**config.mk**
```make
export PLATFORM = sky130hd
export DESIGN_NAME = fault_indicator
export DESIGN_NICKNAME = d
export VERILOG_FILES = /design/src/rtl/fault_pkg.sv /design/src/rtl/fault_show_if.sv /design/src/rtl/fault_indicator.sv /design/src/rtl/code_blinker.sv
export SDC_FILE = /design/constraint.sdc
export NUM_CORES = 1
export LEC_CHECK = 0
export ABC_AREA = 1
export BUFFER_PORTS_ARGS = -buffer_cell sky130_fd_sc_hd__buf_2
export CAP_MARGIN = 20
export CORE_ASPECT_RATIO = 1.25
export CORE_MARGIN = 2
export CORE_UTILIZATION = 35
export CTS_BUF_LIST = sky130_fd_sc_hd__clkbuf_8
export DETAILED_ROUTE_END_ITERATION = 10
export REMOVE_ABC_BUFFERS = 1
export SYNTH_ARGS = -nofsm -noshare
export SYNTH_HDL_FRONTEND = slang
export SYNTH_SLANG_ARGS = --single-unit
```
**constraint.sdc**
```tcl
create_clock -name mclk -period 5 [get_ports mclk]
set_clock_uncertainty 0.2 [all_clocks]
set_input_delay 1 -clock mclk [delete_from_list [all_inputs] [get_ports mclk]]
set_output_delay 1 -clock mclk [all_outputs]
set_load 0.03 [all_outputs]
```
**src/rtl/fault_pkg.sv**
```systemverilog
// Purpose: Shared constants for the fault lamp indicator
// Assumes: 40 MHz mclk
// Notes: Lamp timing is counted in ticks of TICK_MS
package fault_pkg;
    // ==========================================================
    // Clock and timing
    localparam int unsigned CLK_HZ = 40_000_000;
    localparam int unsigned TICK_MS = 250;
    localparam int unsigned TICK_CYCLES_DEF = CLK_HZ / 1000 * TICK_MS;
    localparam int unsigned WIRE_HOLD_S = 10;
    localparam int unsigned WIRE_HOLD_CYCLES_DEF = CLK_HZ * WIRE_HOLD_S;
    localparam int DIV_W = 24;
    localparam int WIRE_W = 29;
    // Lamp pattern lengths, in ticks
    localparam logic [3:0] PULSE_ON_T = 4'h1;
    localparam logic [3:0] PULSE_OFF_T = 4'h1;
    localparam logic [3:0] DIGIT_GAP_T = 4'h4;
    localparam logic [3:0] REPEAT_GAP_T = 4'h8;

    // ==========================================================
    // Fault set, lowest index has highest priority
    localparam int NUM_IN = 10;
    localparam int NUM_FAULTS = 11;
    localparam int SEL_W = 4;
    localparam int IO_W = 8;
    localparam logic [SEL_W-1:0] IDX_THERMAL = 4'h0;
    localparam logic [SEL_W-1:0] IDX_THROTTLE = 4'h1;
    localparam logic [SEL_W-1:0] IDX_UNDERV = 4'h2;
    localparam logic [SEL_W-1:0] IDX_OVERV = 4'h3;
    localparam logic [SEL_W-1:0] IDX_MAIN_OFF = 4'h4;
    localparam logic [SEL_W-1:0] IDX_EMR_SEQ = 4'h5;
    localparam logic [SEL_W-1:0] IDX_MAIN = 4'h6;
    localparam logic [SEL_W-1:0] IDX_MAIN_ON = 4'h7;
    localparam logic [SEL_W-1:0] IDX_PUMP = 4'h8;
    localparam logic [SEL_W-1:0] IDX_WIRING = 4'h9;
    localparam logic [SEL_W-1:0] IDX_HPD = 4'ha;
    // Two-digit codes, tens digit in the upper nibble
    localparam logic [NUM_FAULTS-1:0][7:0] FAULT_CODE = {
        8'h32, 8'h31, 8'h25, 8'h24, 8'h23, 8'h22, 8'h21, 8'h15, 8'h14, 8'h12, 8'h11
    };

    typedef enum logic [2:0] {
        ST_IDLE,
        ST_PON,
        ST_POFF,
        ST_DGAP,
        ST_RGAP
    } blink_state_t;
endpackage

```
**src/rtl/fault_show_if.sv**
```systemverilog
// Purpose: Carries the selected code from the selector to the lamp sequencer
// Assumes: Single mclk domain
// Notes: lamp is registered in the sequencer
interface fault_show_if;
    logic tick_en;
    logic code_valid;
    logic [7:0] code;
    logic lamp;

    modport src (
        output tick_en,
        output code_valid,
        output code,
        input lamp
    );
    modport show (
        input tick_en,
        input code_valid,
        input code,
        output lamp
    );
endinterface

```
**src/rtl/fault_indicator.sv**
```systemverilog
// Purpose: Fault lamp indicator with history and status reporting
// Assumes: All inputs synchronous to mclk; hist_clr is a one-cycle pulse
// Notes: Long counts are top parameters so simulation can shorten them
//
// Contract
// - No fault active: status lamp held steadily on, no flashing.
// - Fault active: its two-digit code flashes repeatedly until it clears.
// - One code at a time; highest priority shown until cleared, then next.
// - History records every fault since last clear; programmer reads and clears.
// - Active faults and input/output state readable by the programmer.
// - Fixed two-digit code per fault, e.g. undervoltage 1,4, main fault 2,3.
// - Wiring fault held ten seconds latches high pedal disable until key cycled.
module fault_indicator #(
    parameter int unsigned TICK_CYCLES = fault_pkg::TICK_CYCLES_DEF,
    parameter int unsigned WIRE_HOLD_CYCLES = fault_pkg::WIRE_HOLD_CYCLES_DEF
) (
    input wire logic mclk,
    input wire logic rst_b,
    input wire logic [fault_pkg::NUM_IN-1:0] fault_in,
    input wire logic key_switch_input,
    input wire logic [fault_pkg::IO_W-1:0] io_in,
    input wire logic hist_clr,
    output logic status_lamp,
    output logic high_pedal_disable,
    output logic [fault_pkg::NUM_FAULTS-1:0] active_report,
    output logic [fault_pkg::NUM_FAULTS-1:0] history,
    output logic [fault_pkg::IO_W+1:0] io_report
);
    fault_show_if sh ();

    logic [fault_pkg::DIV_W-1:0] div_ff;
    logic tick_ff;
    logic [fault_pkg::WIRE_W-1:0] wire_cnt_ff;
    logic hpd_ff;
    logic [fault_pkg::NUM_FAULTS-1:0] active;
    logic [fault_pkg::SEL_W-1:0] hi_idx;
    logic [fault_pkg::SEL_W-1:0] sel_ff;
    logic sel_valid_ff;
    logic [fault_pkg::NUM_FAULTS-1:0] history_ff;
    logic [fault_pkg::NUM_FAULTS-1:0] active_report_ff;
    logic [fault_pkg::IO_W+1:0] io_report_ff;
    logic wire_full;

    assign active = {hpd_ff, fault_in};
    assign wire_full = wire_cnt_ff == fault_pkg::WIRE_W'(WIRE_HOLD_CYCLES - 1);

    // ==========================================================
    // Tick divider
    always_ff @(posedge mclk or negedge rst_b) begin
        if (!rst_b) begin
            div_ff <= '0;
            tick_ff <= 1'b0;
        end else if (div_ff == fault_pkg::DIV_W'(TICK_CYCLES - 1)) begin
            div_ff <= '0;
            tick_ff <= 1'b1;
        end else begin
            div_ff <= fault_pkg::DIV_W'(div_ff + 1'b1);
            tick_ff <= 1'b0;
        end
    end

    // ==========================================================
    // High pedal disable latch
    // Continuous wiring fault timer
    always_ff @(posedge mclk or negedge rst_b) begin
        if (!rst_b) begin
            wire_cnt_ff <= '0;
        end else if (!key_switch_input || !fault_in[fault_pkg::IDX_WIRING]) begin
            wire_cnt_ff <= '0;
        end else if (!wire_full) begin
            wire_cnt_ff <= fault_pkg::WIRE_W'(wire_cnt_ff + 1'b1);
        end
    end

    always_ff @(posedge mclk or negedge rst_b) begin
        if (!rst_b) begin
            hpd_ff <= 1'b0;
        end else if (!key_switch_input) begin
            hpd_ff <= 1'b0;
        end else if (fault_in[fault_pkg::IDX_WIRING] && wire_full) begin
            hpd_ff <= 1'b1;
        end
    end

    // ==========================================================
    // Priority selection
    // Lowest index wins
    always_comb begin
        hi_idx = '0;
        for (int i = fault_pkg::NUM_FAULTS - 1; i >= 0; i--) begin
            if (active[i]) begin
                hi_idx = fault_pkg::SEL_W'(i);
            end
        end
    end

    // Hold the shown fault until it clears
    always_ff @(posedge mclk or negedge rst_b) begin
        if (!rst_b) begin
            sel_ff <= '0;
            sel_valid_ff <= 1'b0;
        end else if (!sel_valid_ff || !active[sel_ff]) begin
            sel_ff <= hi_idx;
            sel_valid_ff <= |active;
        end
    end

    // Code of the shown fault to the sequencer
    assign sh.tick_en = tick_ff;
    assign sh.code_valid = sel_valid_ff;
    assign sh.code = fault_pkg::FAULT_CODE[sel_ff];

    code_blinker u_blinker (
        .mclk(mclk),
        .rst_b(rst_b),
        .sh(sh)
    );

    // ==========================================================
    // Programmer view
    // Set wins over clear
    always_ff @(posedge mclk or negedge rst_b) begin
        if (!rst_b) begin
            history_ff <= '0;
        end else begin
            history_ff <= (hist_clr ? '0 : history_ff) | active;
        end
    end

    always_ff @(posedge mclk or negedge rst_b) begin
        if (!rst_b) begin
            active_report_ff <= '0;
            io_report_ff <= '0;
        end else begin
            active_report_ff <= active;
            io_report_ff <= {key_switch_input, sh.lamp, io_in};
        end
    end

    assign status_lamp = sh.lamp;
    assign high_pedal_disable = hpd_ff;
    assign active_report = active_report_ff;
    assign history = history_ff;
    assign io_report = io_report_ff;

    // ==========================================================
    // Checks
    localparam int unsigned RUN_MAX = TICK_CYCLES * fault_pkg::PULSE_ON_T + 2;
    logic [fault_pkg::DIV_W+1:0] on_run_ff;
    always_ff @(posedge mclk or negedge rst_b) begin
        if (!rst_b) begin
            on_run_ff <= '0;
        end else if (!sh.lamp || !sel_valid_ff) begin
            on_run_ff <= '0;
        end else begin
            on_run_ff <= (fault_pkg::DIV_W + 2)'(on_run_ff + 1'b1);
        end
    end

    property p_lamp_steady;
        @(posedge mclk) disable iff (!rst_b)
        (active == '0) [*3] |-> status_lamp;
    endproperty
    a_lamp_steady: assert property (p_lamp_steady) else $error("lamp not steady on without faults");

    property p_lamp_flashes;
        @(posedge mclk) disable iff (!rst_b)
        sel_valid_ff |-> on_run_ff <= RUN_MAX;
    endproperty
    a_lamp_flashes: assert property (p_lamp_flashes) else $error("lamp stuck on while a fault is shown");

    property p_pick_highest;
        @(posedge mclk) disable iff (!rst_b)
        (!sel_valid_ff && active != '0) |=> sel_valid_ff && sel_ff == $past(hi_idx);
    endproperty
    a_pick_highest: assert property (p_pick_highest) else $error("not the highest priority fault");

    property p_hold_shown;
        @(posedge mclk) disable iff (!rst_b)
        (sel_valid_ff && active[sel_ff]) |=> sel_valid_ff && $stable(sel_ff);
    endproperty
    a_hold_shown: assert property (p_hold_shown) else $error("shown fault changed while still active");

    property p_history_records;
        @(posedge mclk) disable iff (!rst_b)
        ##1 ((history & $past(active)) == $past(active));
    endproperty
    a_history_records: assert property (p_history_records) else $error("fault missing from history");

    property p_report_active;
        @(posedge mclk) disable iff (!rst_b)
        ##1 (active_report == $past(active)) && (io_report[fault_pkg::IO_W-1:0] == $past(io_in));
    endproperty
    a_report_active: assert property (p_report_active) else $error("report does not follow inputs");

    property p_undervoltage_code;
        @(posedge mclk) disable iff (!rst_b)
        (sel_valid_ff && sel_ff == fault_pkg::IDX_UNDERV) |-> sh.code == 8'h14;
    endproperty
    a_undervoltage_code: assert property (p_undervoltage_code) else $error("undervoltage code wrong");

    property p_hpd_after_hold;
        @(posedge mclk) disable iff (!rst_b)
        $rose(hpd_ff) |-> $past(wire_full) && $past(fault_in[fault_pkg::IDX_WIRING]);
    endproperty
    a_hpd_after_hold: assert property (p_hpd_after_hold) else $error("pedal disable set early");

    property p_hpd_sticks;
        @(posedge mclk) disable iff (!rst_b)
        (hpd_ff && key_switch_input) |=> hpd_ff;
    endproperty
    a_hpd_sticks: assert property (p_hpd_sticks) else $error("pedal disable cleared without key cycle");
endmodule

```
**src/rtl/code_blinker.sv**
```systemverilog
// Purpose: Flashes a two-digit code on the lamp, steady on when idle
// Assumes: tick_en is a one-cycle pulse every tick
// Notes: First pulse may be up to one tick short, the divider is free running
module code_blinker (
    input wire logic mclk,
    input wire logic rst_b,
    fault_show_if.show sh
);
    fault_pkg::blink_state_t state_ff;
    logic [3:0] tcnt_ff;
    logic [3:0] pcnt_ff;
    logic dig_ff;
    logic [7:0] cur_ff;
    logic lamp_ff;
    logic [3:0] digit;
    logic [3:0] pnext;
    logic restart;

    assign digit = dig_ff ? cur_ff[3:0] : cur_ff[7:4];
    assign pnext = 4'(pcnt_ff + 4'h1);
    assign restart = sh.code_valid && (state_ff == fault_pkg::ST_IDLE || sh.code != cur_ff);
    assign sh.lamp = lamp_ff;

    // ==========================================================
    // Sequencer
    // Steady on, pulses and gaps
    always_ff @(posedge mclk or negedge rst_b) begin
        if (!rst_b) begin
            state_ff <= fault_pkg::ST_IDLE;
            tcnt_ff <= 4'h0;
            pcnt_ff <= 4'h0;
            dig_ff <= 1'b0;
            cur_ff <= 8'h00;
            lamp_ff <= 1'b1;
        end else if (!sh.code_valid) begin
            state_ff <= fault_pkg::ST_IDLE;
            lamp_ff <= 1'b1;
        end else if (restart) begin
            cur_ff <= sh.code;
            tcnt_ff <= 4'h0;
            pcnt_ff <= 4'h0;
            dig_ff <= 1'b0;
            if (state_ff == fault_pkg::ST_IDLE) begin
                state_ff <= fault_pkg::ST_PON;
                lamp_ff <= 1'b1;
            end else begin
                // A code change mid-pattern opens with a long dark gap, so a lit pulse of
                // the old code never runs into the first pulse of the new one
                state_ff <= fault_pkg::ST_RGAP;
                lamp_ff <= 1'b0;
            end
        end else if (sh.tick_en) begin
            tcnt_ff <= 4'(tcnt_ff + 4'h1);
            case (state_ff)
                fault_pkg::ST_PON: begin
                    if (tcnt_ff == 4'(fault_pkg::PULSE_ON_T - 4'h1)) begin
                        tcnt_ff <= 4'h0;
                        lamp_ff <= 1'b0;
                        pcnt_ff <= pnext;
                        if (pnext != digit) begin
                            state_ff <= fault_pkg::ST_POFF;
                        end else if (dig_ff) begin
                            state_ff <= fault_pkg::ST_RGAP;
                        end else begin
                            state_ff <= fault_pkg::ST_DGAP;
                        end
                    end
                end
                fault_pkg::ST_POFF: begin
                    if (tcnt_ff == 4'(fault_pkg::PULSE_OFF_T - 4'h1)) begin
                        tcnt_ff <= 4'h0;
                        lamp_ff <= 1'b1;
                        state_ff <= fault_pkg::ST_PON;
                    end
                end
                fault_pkg::ST_DGAP: begin
                    if (tcnt_ff == 4'(fault_pkg::DIGIT_GAP_T - 4'h1)) begin
                        tcnt_ff <= 4'h0;
                        pcnt_ff <= 4'h0;
                        dig_ff <= 1'b1;
                        lamp_ff <= 1'b1;
                        state_ff <= fault_pkg::ST_PON;
                    end
                end
                fault_pkg::ST_RGAP: begin
                    // Code repeats for as long as it stays selected
                    if (tcnt_ff == 4'(fault_pkg::REPEAT_GAP_T - 4'h1)) begin
                        tcnt_ff <= 4'h0;
                        pcnt_ff <= 4'h0;
                        dig_ff <= 1'b0;
                        lamp_ff <= 1'b1;
                        state_ff <= fault_pkg::ST_PON;
                    end
                end
                default: begin
                    state_ff <= fault_pkg::ST_IDLE;
                    lamp_ff <= 1'b1;
                end
            endcase
        end
    end

    // ==========================================================
    // Checks
    logic lamp_q_ff;
    logic [3:0] falls_ff;
    always_ff @(posedge mclk or negedge rst_b) begin
        if (!rst_b) begin
            lamp_q_ff <= 1'b1;
            falls_ff <= 4'h0;
        end else begin
            lamp_q_ff <= lamp_ff;
            if (restart || !sh.code_valid || state_ff == fault_pkg::ST_RGAP) begin
                falls_ff <= 4'h0;
            end else if (lamp_q_ff && !lamp_ff) begin
                falls_ff <= 4'(falls_ff + 4'h1);
            end
        end
    end

    property p_first_digit_count;
        @(posedge mclk) disable iff (!rst_b)
        $rose(state_ff == fault_pkg::ST_DGAP) |-> (4'(falls_ff + 4'h1) == cur_ff[7:4]) && !lamp_ff;
    endproperty
    a_first_digit_count: assert property (p_first_digit_count) else $error("wrong pulse count before digit gap");
endmodule

```
==> results.sh <==
export IMPL_grt_pass1_wl_mm=20.9
export IMPL_grt_pass1_vias=4358
export IMPL_drive_gt1_frac=0.106
export IMPL_seq_area_frac_synth=0.498
export IMPL_post_route_drc_count=0
export IMPL_wirelength_mm=12.2
export IMPL_worstSkewPairLatency_ns=0.39
export IMPL_finalCritPeriodShare=0.526
export IMPL_clkSlewWorstSetupHoldPaths_ns=0.10
export IMPL_cts_resized=0
export IMPL_grt_max_degree=53
export IMPL_hold_buffers=0
export IMPL_power_density_nw_per_um2=336
export IMPL_die_x_microns=116
export IMPL_dp_slack_ns=2.33
export IMPL_tightest_slew_ns=0.976
export IMPL_hold_path_class="reg2reg"
export IMPL_rr_endpoint="u_blinker.tcnt_ff[0]"
export IMPL_dpl_cell_area_sq_um=6050
export IMPL_arrival_ns=2.74
export IMPL_cts_setup_buffers=0
export IMPL_ir_worst_vdd_v=0.000109
export IMPL_max_cap_violations=0
export IMPL_stdcell_area_sq_um=6210
export IMPL_fp_dieArea_sq_um=16800
export IMPL_rrSetupSlack_ns=2.37
export IMPL_ant_nets=0
export IMPL_setup_viol=0
export IMPL_routed_via_density=4.66
export IMPL_crit_end="u_blinker.tcnt_ff[0]"
export IMPL_antenna_found_initial=0
export IMPL_hold_viol_final=0
export IMPL_syn_area_sq_um=5540
export IMPL_cts_path_max_buffers=2
export IMPL_finalCriticalPeriod_ns=2.63
export IMPL_vias=4458
export IMPL_pin_count=56
export IMPL_grt_overflow=0
export IMPL_relSlewSlack=0.347
export IMPL_setup_ws_ns=2.37
export IMPL_start_kind="flop"
export IMPL_leakage_uw=0.00285
export IMPL_start_util=0.357
export IMPL_cts_sinks=110
export IMPL_worstReg2RegStart="sel_ff[0]"
export IMPL_cp_required_ns=5.11
export IMPL_core_area_sq_um=15500
export IMPL_synthesis_instances=681
export IMPL_wl_per_cell_microns=12.8
export IMPL_drv_slew=0
export IMPL_path_max_fanout=21
export IMPL_crit_start="sel_ff[0]"
export IMPL_max_freq_mhz=380
export IMPL_synthToLayoutAreaGrowth_pct=12.3
export IMPL_total_power_uw=2090
export IMPL_whs_ns=0.220
export IMPL_hpwl_mm=9.32
export IMPL_finalSetupTns_ns=0
export IMPL_cts_buffers_inserted=9
export IMPL_place_congestion=0.875
export IMPL_drtIter0Drc=237
export IMPL_io_buffers=55
export IMPL_path_class="reg2reg"
export IMPL_yosysUniqueCellTypes=37
export IMPL_status="finished, final reports clean"
export IMPL_drt_pass1_iterations=4
export IMPL_synth_warnings=0
export IMPL_ys_seq_elements=110
export IMPL_cts_htree_levels=3
export IMPL_syn_area_per_cell_sq_um=8.13
export IMPL_grt_usage=0.158
export IMPL_die_h_microns=145
export IMPL_clock_tree_root_cell="clkbuf_8"
export IMPL_endpoint_kind="flop"
export IMPL_r2r_cells=13
export IMPL_tritoncts="done"
export IMPL_fin_nets=771
export IMPL_antenna_cells=0
export IMPL_rows=51
export IMPL_rsz0062_at_grt="false"
## sequential cells by signal, indices dropped and copies added (netlist names)
register and flops:
io_report 10, sel_ff 4, div_ff 24, u_blinker.sh.lamp 1
u_blinker.tcnt_ff 4, u_blinker.state_ff 3, wire_cnt_ff 29, sh.tick_en 1
active_report 11, u_blinker.cur_ff 5, u_blinker.pcnt_ff 4, u_blinker.dig_ff 1
high_pedal_disable 1, sel_valid_ff 1, history 11
## kinds of logic after synthesis
| group | count (synthesis) | share of synthesized area |
|---|---|---|
| adders and majority gates | 9 | 0.0203 |
| and+or+nand+nor | 337 | 0.266 |
| AOI/OAI and AO/OA | 68 | 0.0678 |
| DFF | 110 | 0.498 |
| xor gates and xnor gates | 44 | 0.0696 |
| buffers and inverters | 113 | 0.0787 |
## synthesized netlist by cell type, drive strengths merged
cell	count	area (sq um)
a21oi	14	70.1
a22oi	1	7.51
a31oi	2	12.5
buf	5	30.0
clkbuf	4	15.0
clkinv	1	3.75
dfrtp	109	2730
dfstp	1	26.3
ha	9	113
inv	103	387
nand2	146	551
nand3	43	220
nand3b	3	22.5
nand4	18	113
nor2	83	317
nor3	26	135
nor3b	2	15.0
nor4	14	87.6
o211ai	3	22.5
o21a	2	15.0
o21ai	39	199
o21bai	1	7.51
o22ai	3	18.8
o31ai	3	22.5
or2	2	12.5
xnor2	10	87.6
xor2	34	298
## how the worst min path moves through the flow
stage,from,to,slack (ns),cells after the start
4_1_cts,u_blinker.sh.lamp,io_report[8],0.22,0
6_report,u_blinker.sh.lamp,io_report[8],0.22,0
5_1_grt,u_blinker.sh.lamp,io_report[8],0.23,0
2_1_floorplan,div_ff[0],div_ff[0],0.23,1
3_5_place_dp,u_blinker.sh.lamp,io_report[8],0.21,0
3_3_place_gp,u_blinker.sh.lamp,io_report[8],0.21,0
## power by group
group	leakage, uW	switching [uW]	total, uW	internal (uW)
sequential	0.00142	56.2	1010	954
clock	0.0000965	294	484	190
combinational	0.00133	416	596	180
## critical path: stages (launching register included)
cell	delay [ns]
dfrtp_1	0.53
inv_1	0.20
ha_1	0.34
nand3_1	0.09
nand3_1	0.12
nand2_1	0.08
nand2_1	0.05
nor2_1	0.12
nand2_1	0.10
nand2_2	0.30
nand2_1	0.19
inv_1	0.13
nand2_1	0.05
o21ai_1	0.07
## layer usage
layer | GRT usage | vias to the layer above | wire [microns]
li1 | - | 2288 | -
met1 | 0.200 | 2090 | 5590
met2 | 0.263 | 62 | 5980
met3 | 0.0239 | 18 | 327
met4 | 0.0777 | 0 | 332
met5 | 0 | - | 0
## layout make-up
type                    count  area (sq um)
clock buffers              10           138
clock inverters             5          28.8
fillers                  1618          9290
inverters                 104           390
multi-input cells         458          2350
flip-flops and latches    110          2750
well taps                 212           265
repair buffers             57           293
## placed cells by master (no fill, tap or decap), types with 2 or more instances in the layout
cell / n
nand2_1: 145
xnor2_1: 10
inv_2: 2
o211ai_1: 3
a31oi_1: 2
nand3b_1: 3
nor3_1: 25
inv_1: 104
nand3_1: 42
o21ai_1: 7
buf_4: 3
ha_1: 9
clkbuf_8: 10
o31ai_1: 3
o21a_1: 2
o22ai_1: 3
nor2_2: 2
a21oi_1: 14
nor3b_1: 2
o21ai_0: 31
nor4_1: 14
nand4_1: 18
dfrtp_1: 109
xor2_1: 34
buf_2: 54
nor2_1: 81
## metrics by stage
stage | instances | util
5_1_grt | 956 | 0.401
4_1_cts | 956 | 0.401
3_5_place_dp | 941 | 0.390
3_3_place_gp | 941 | 0.390
6_report | 956 | 0.401
2_1_floorplan | 672 | -
No activity file was read; power rests on OpenSTA's default activity.
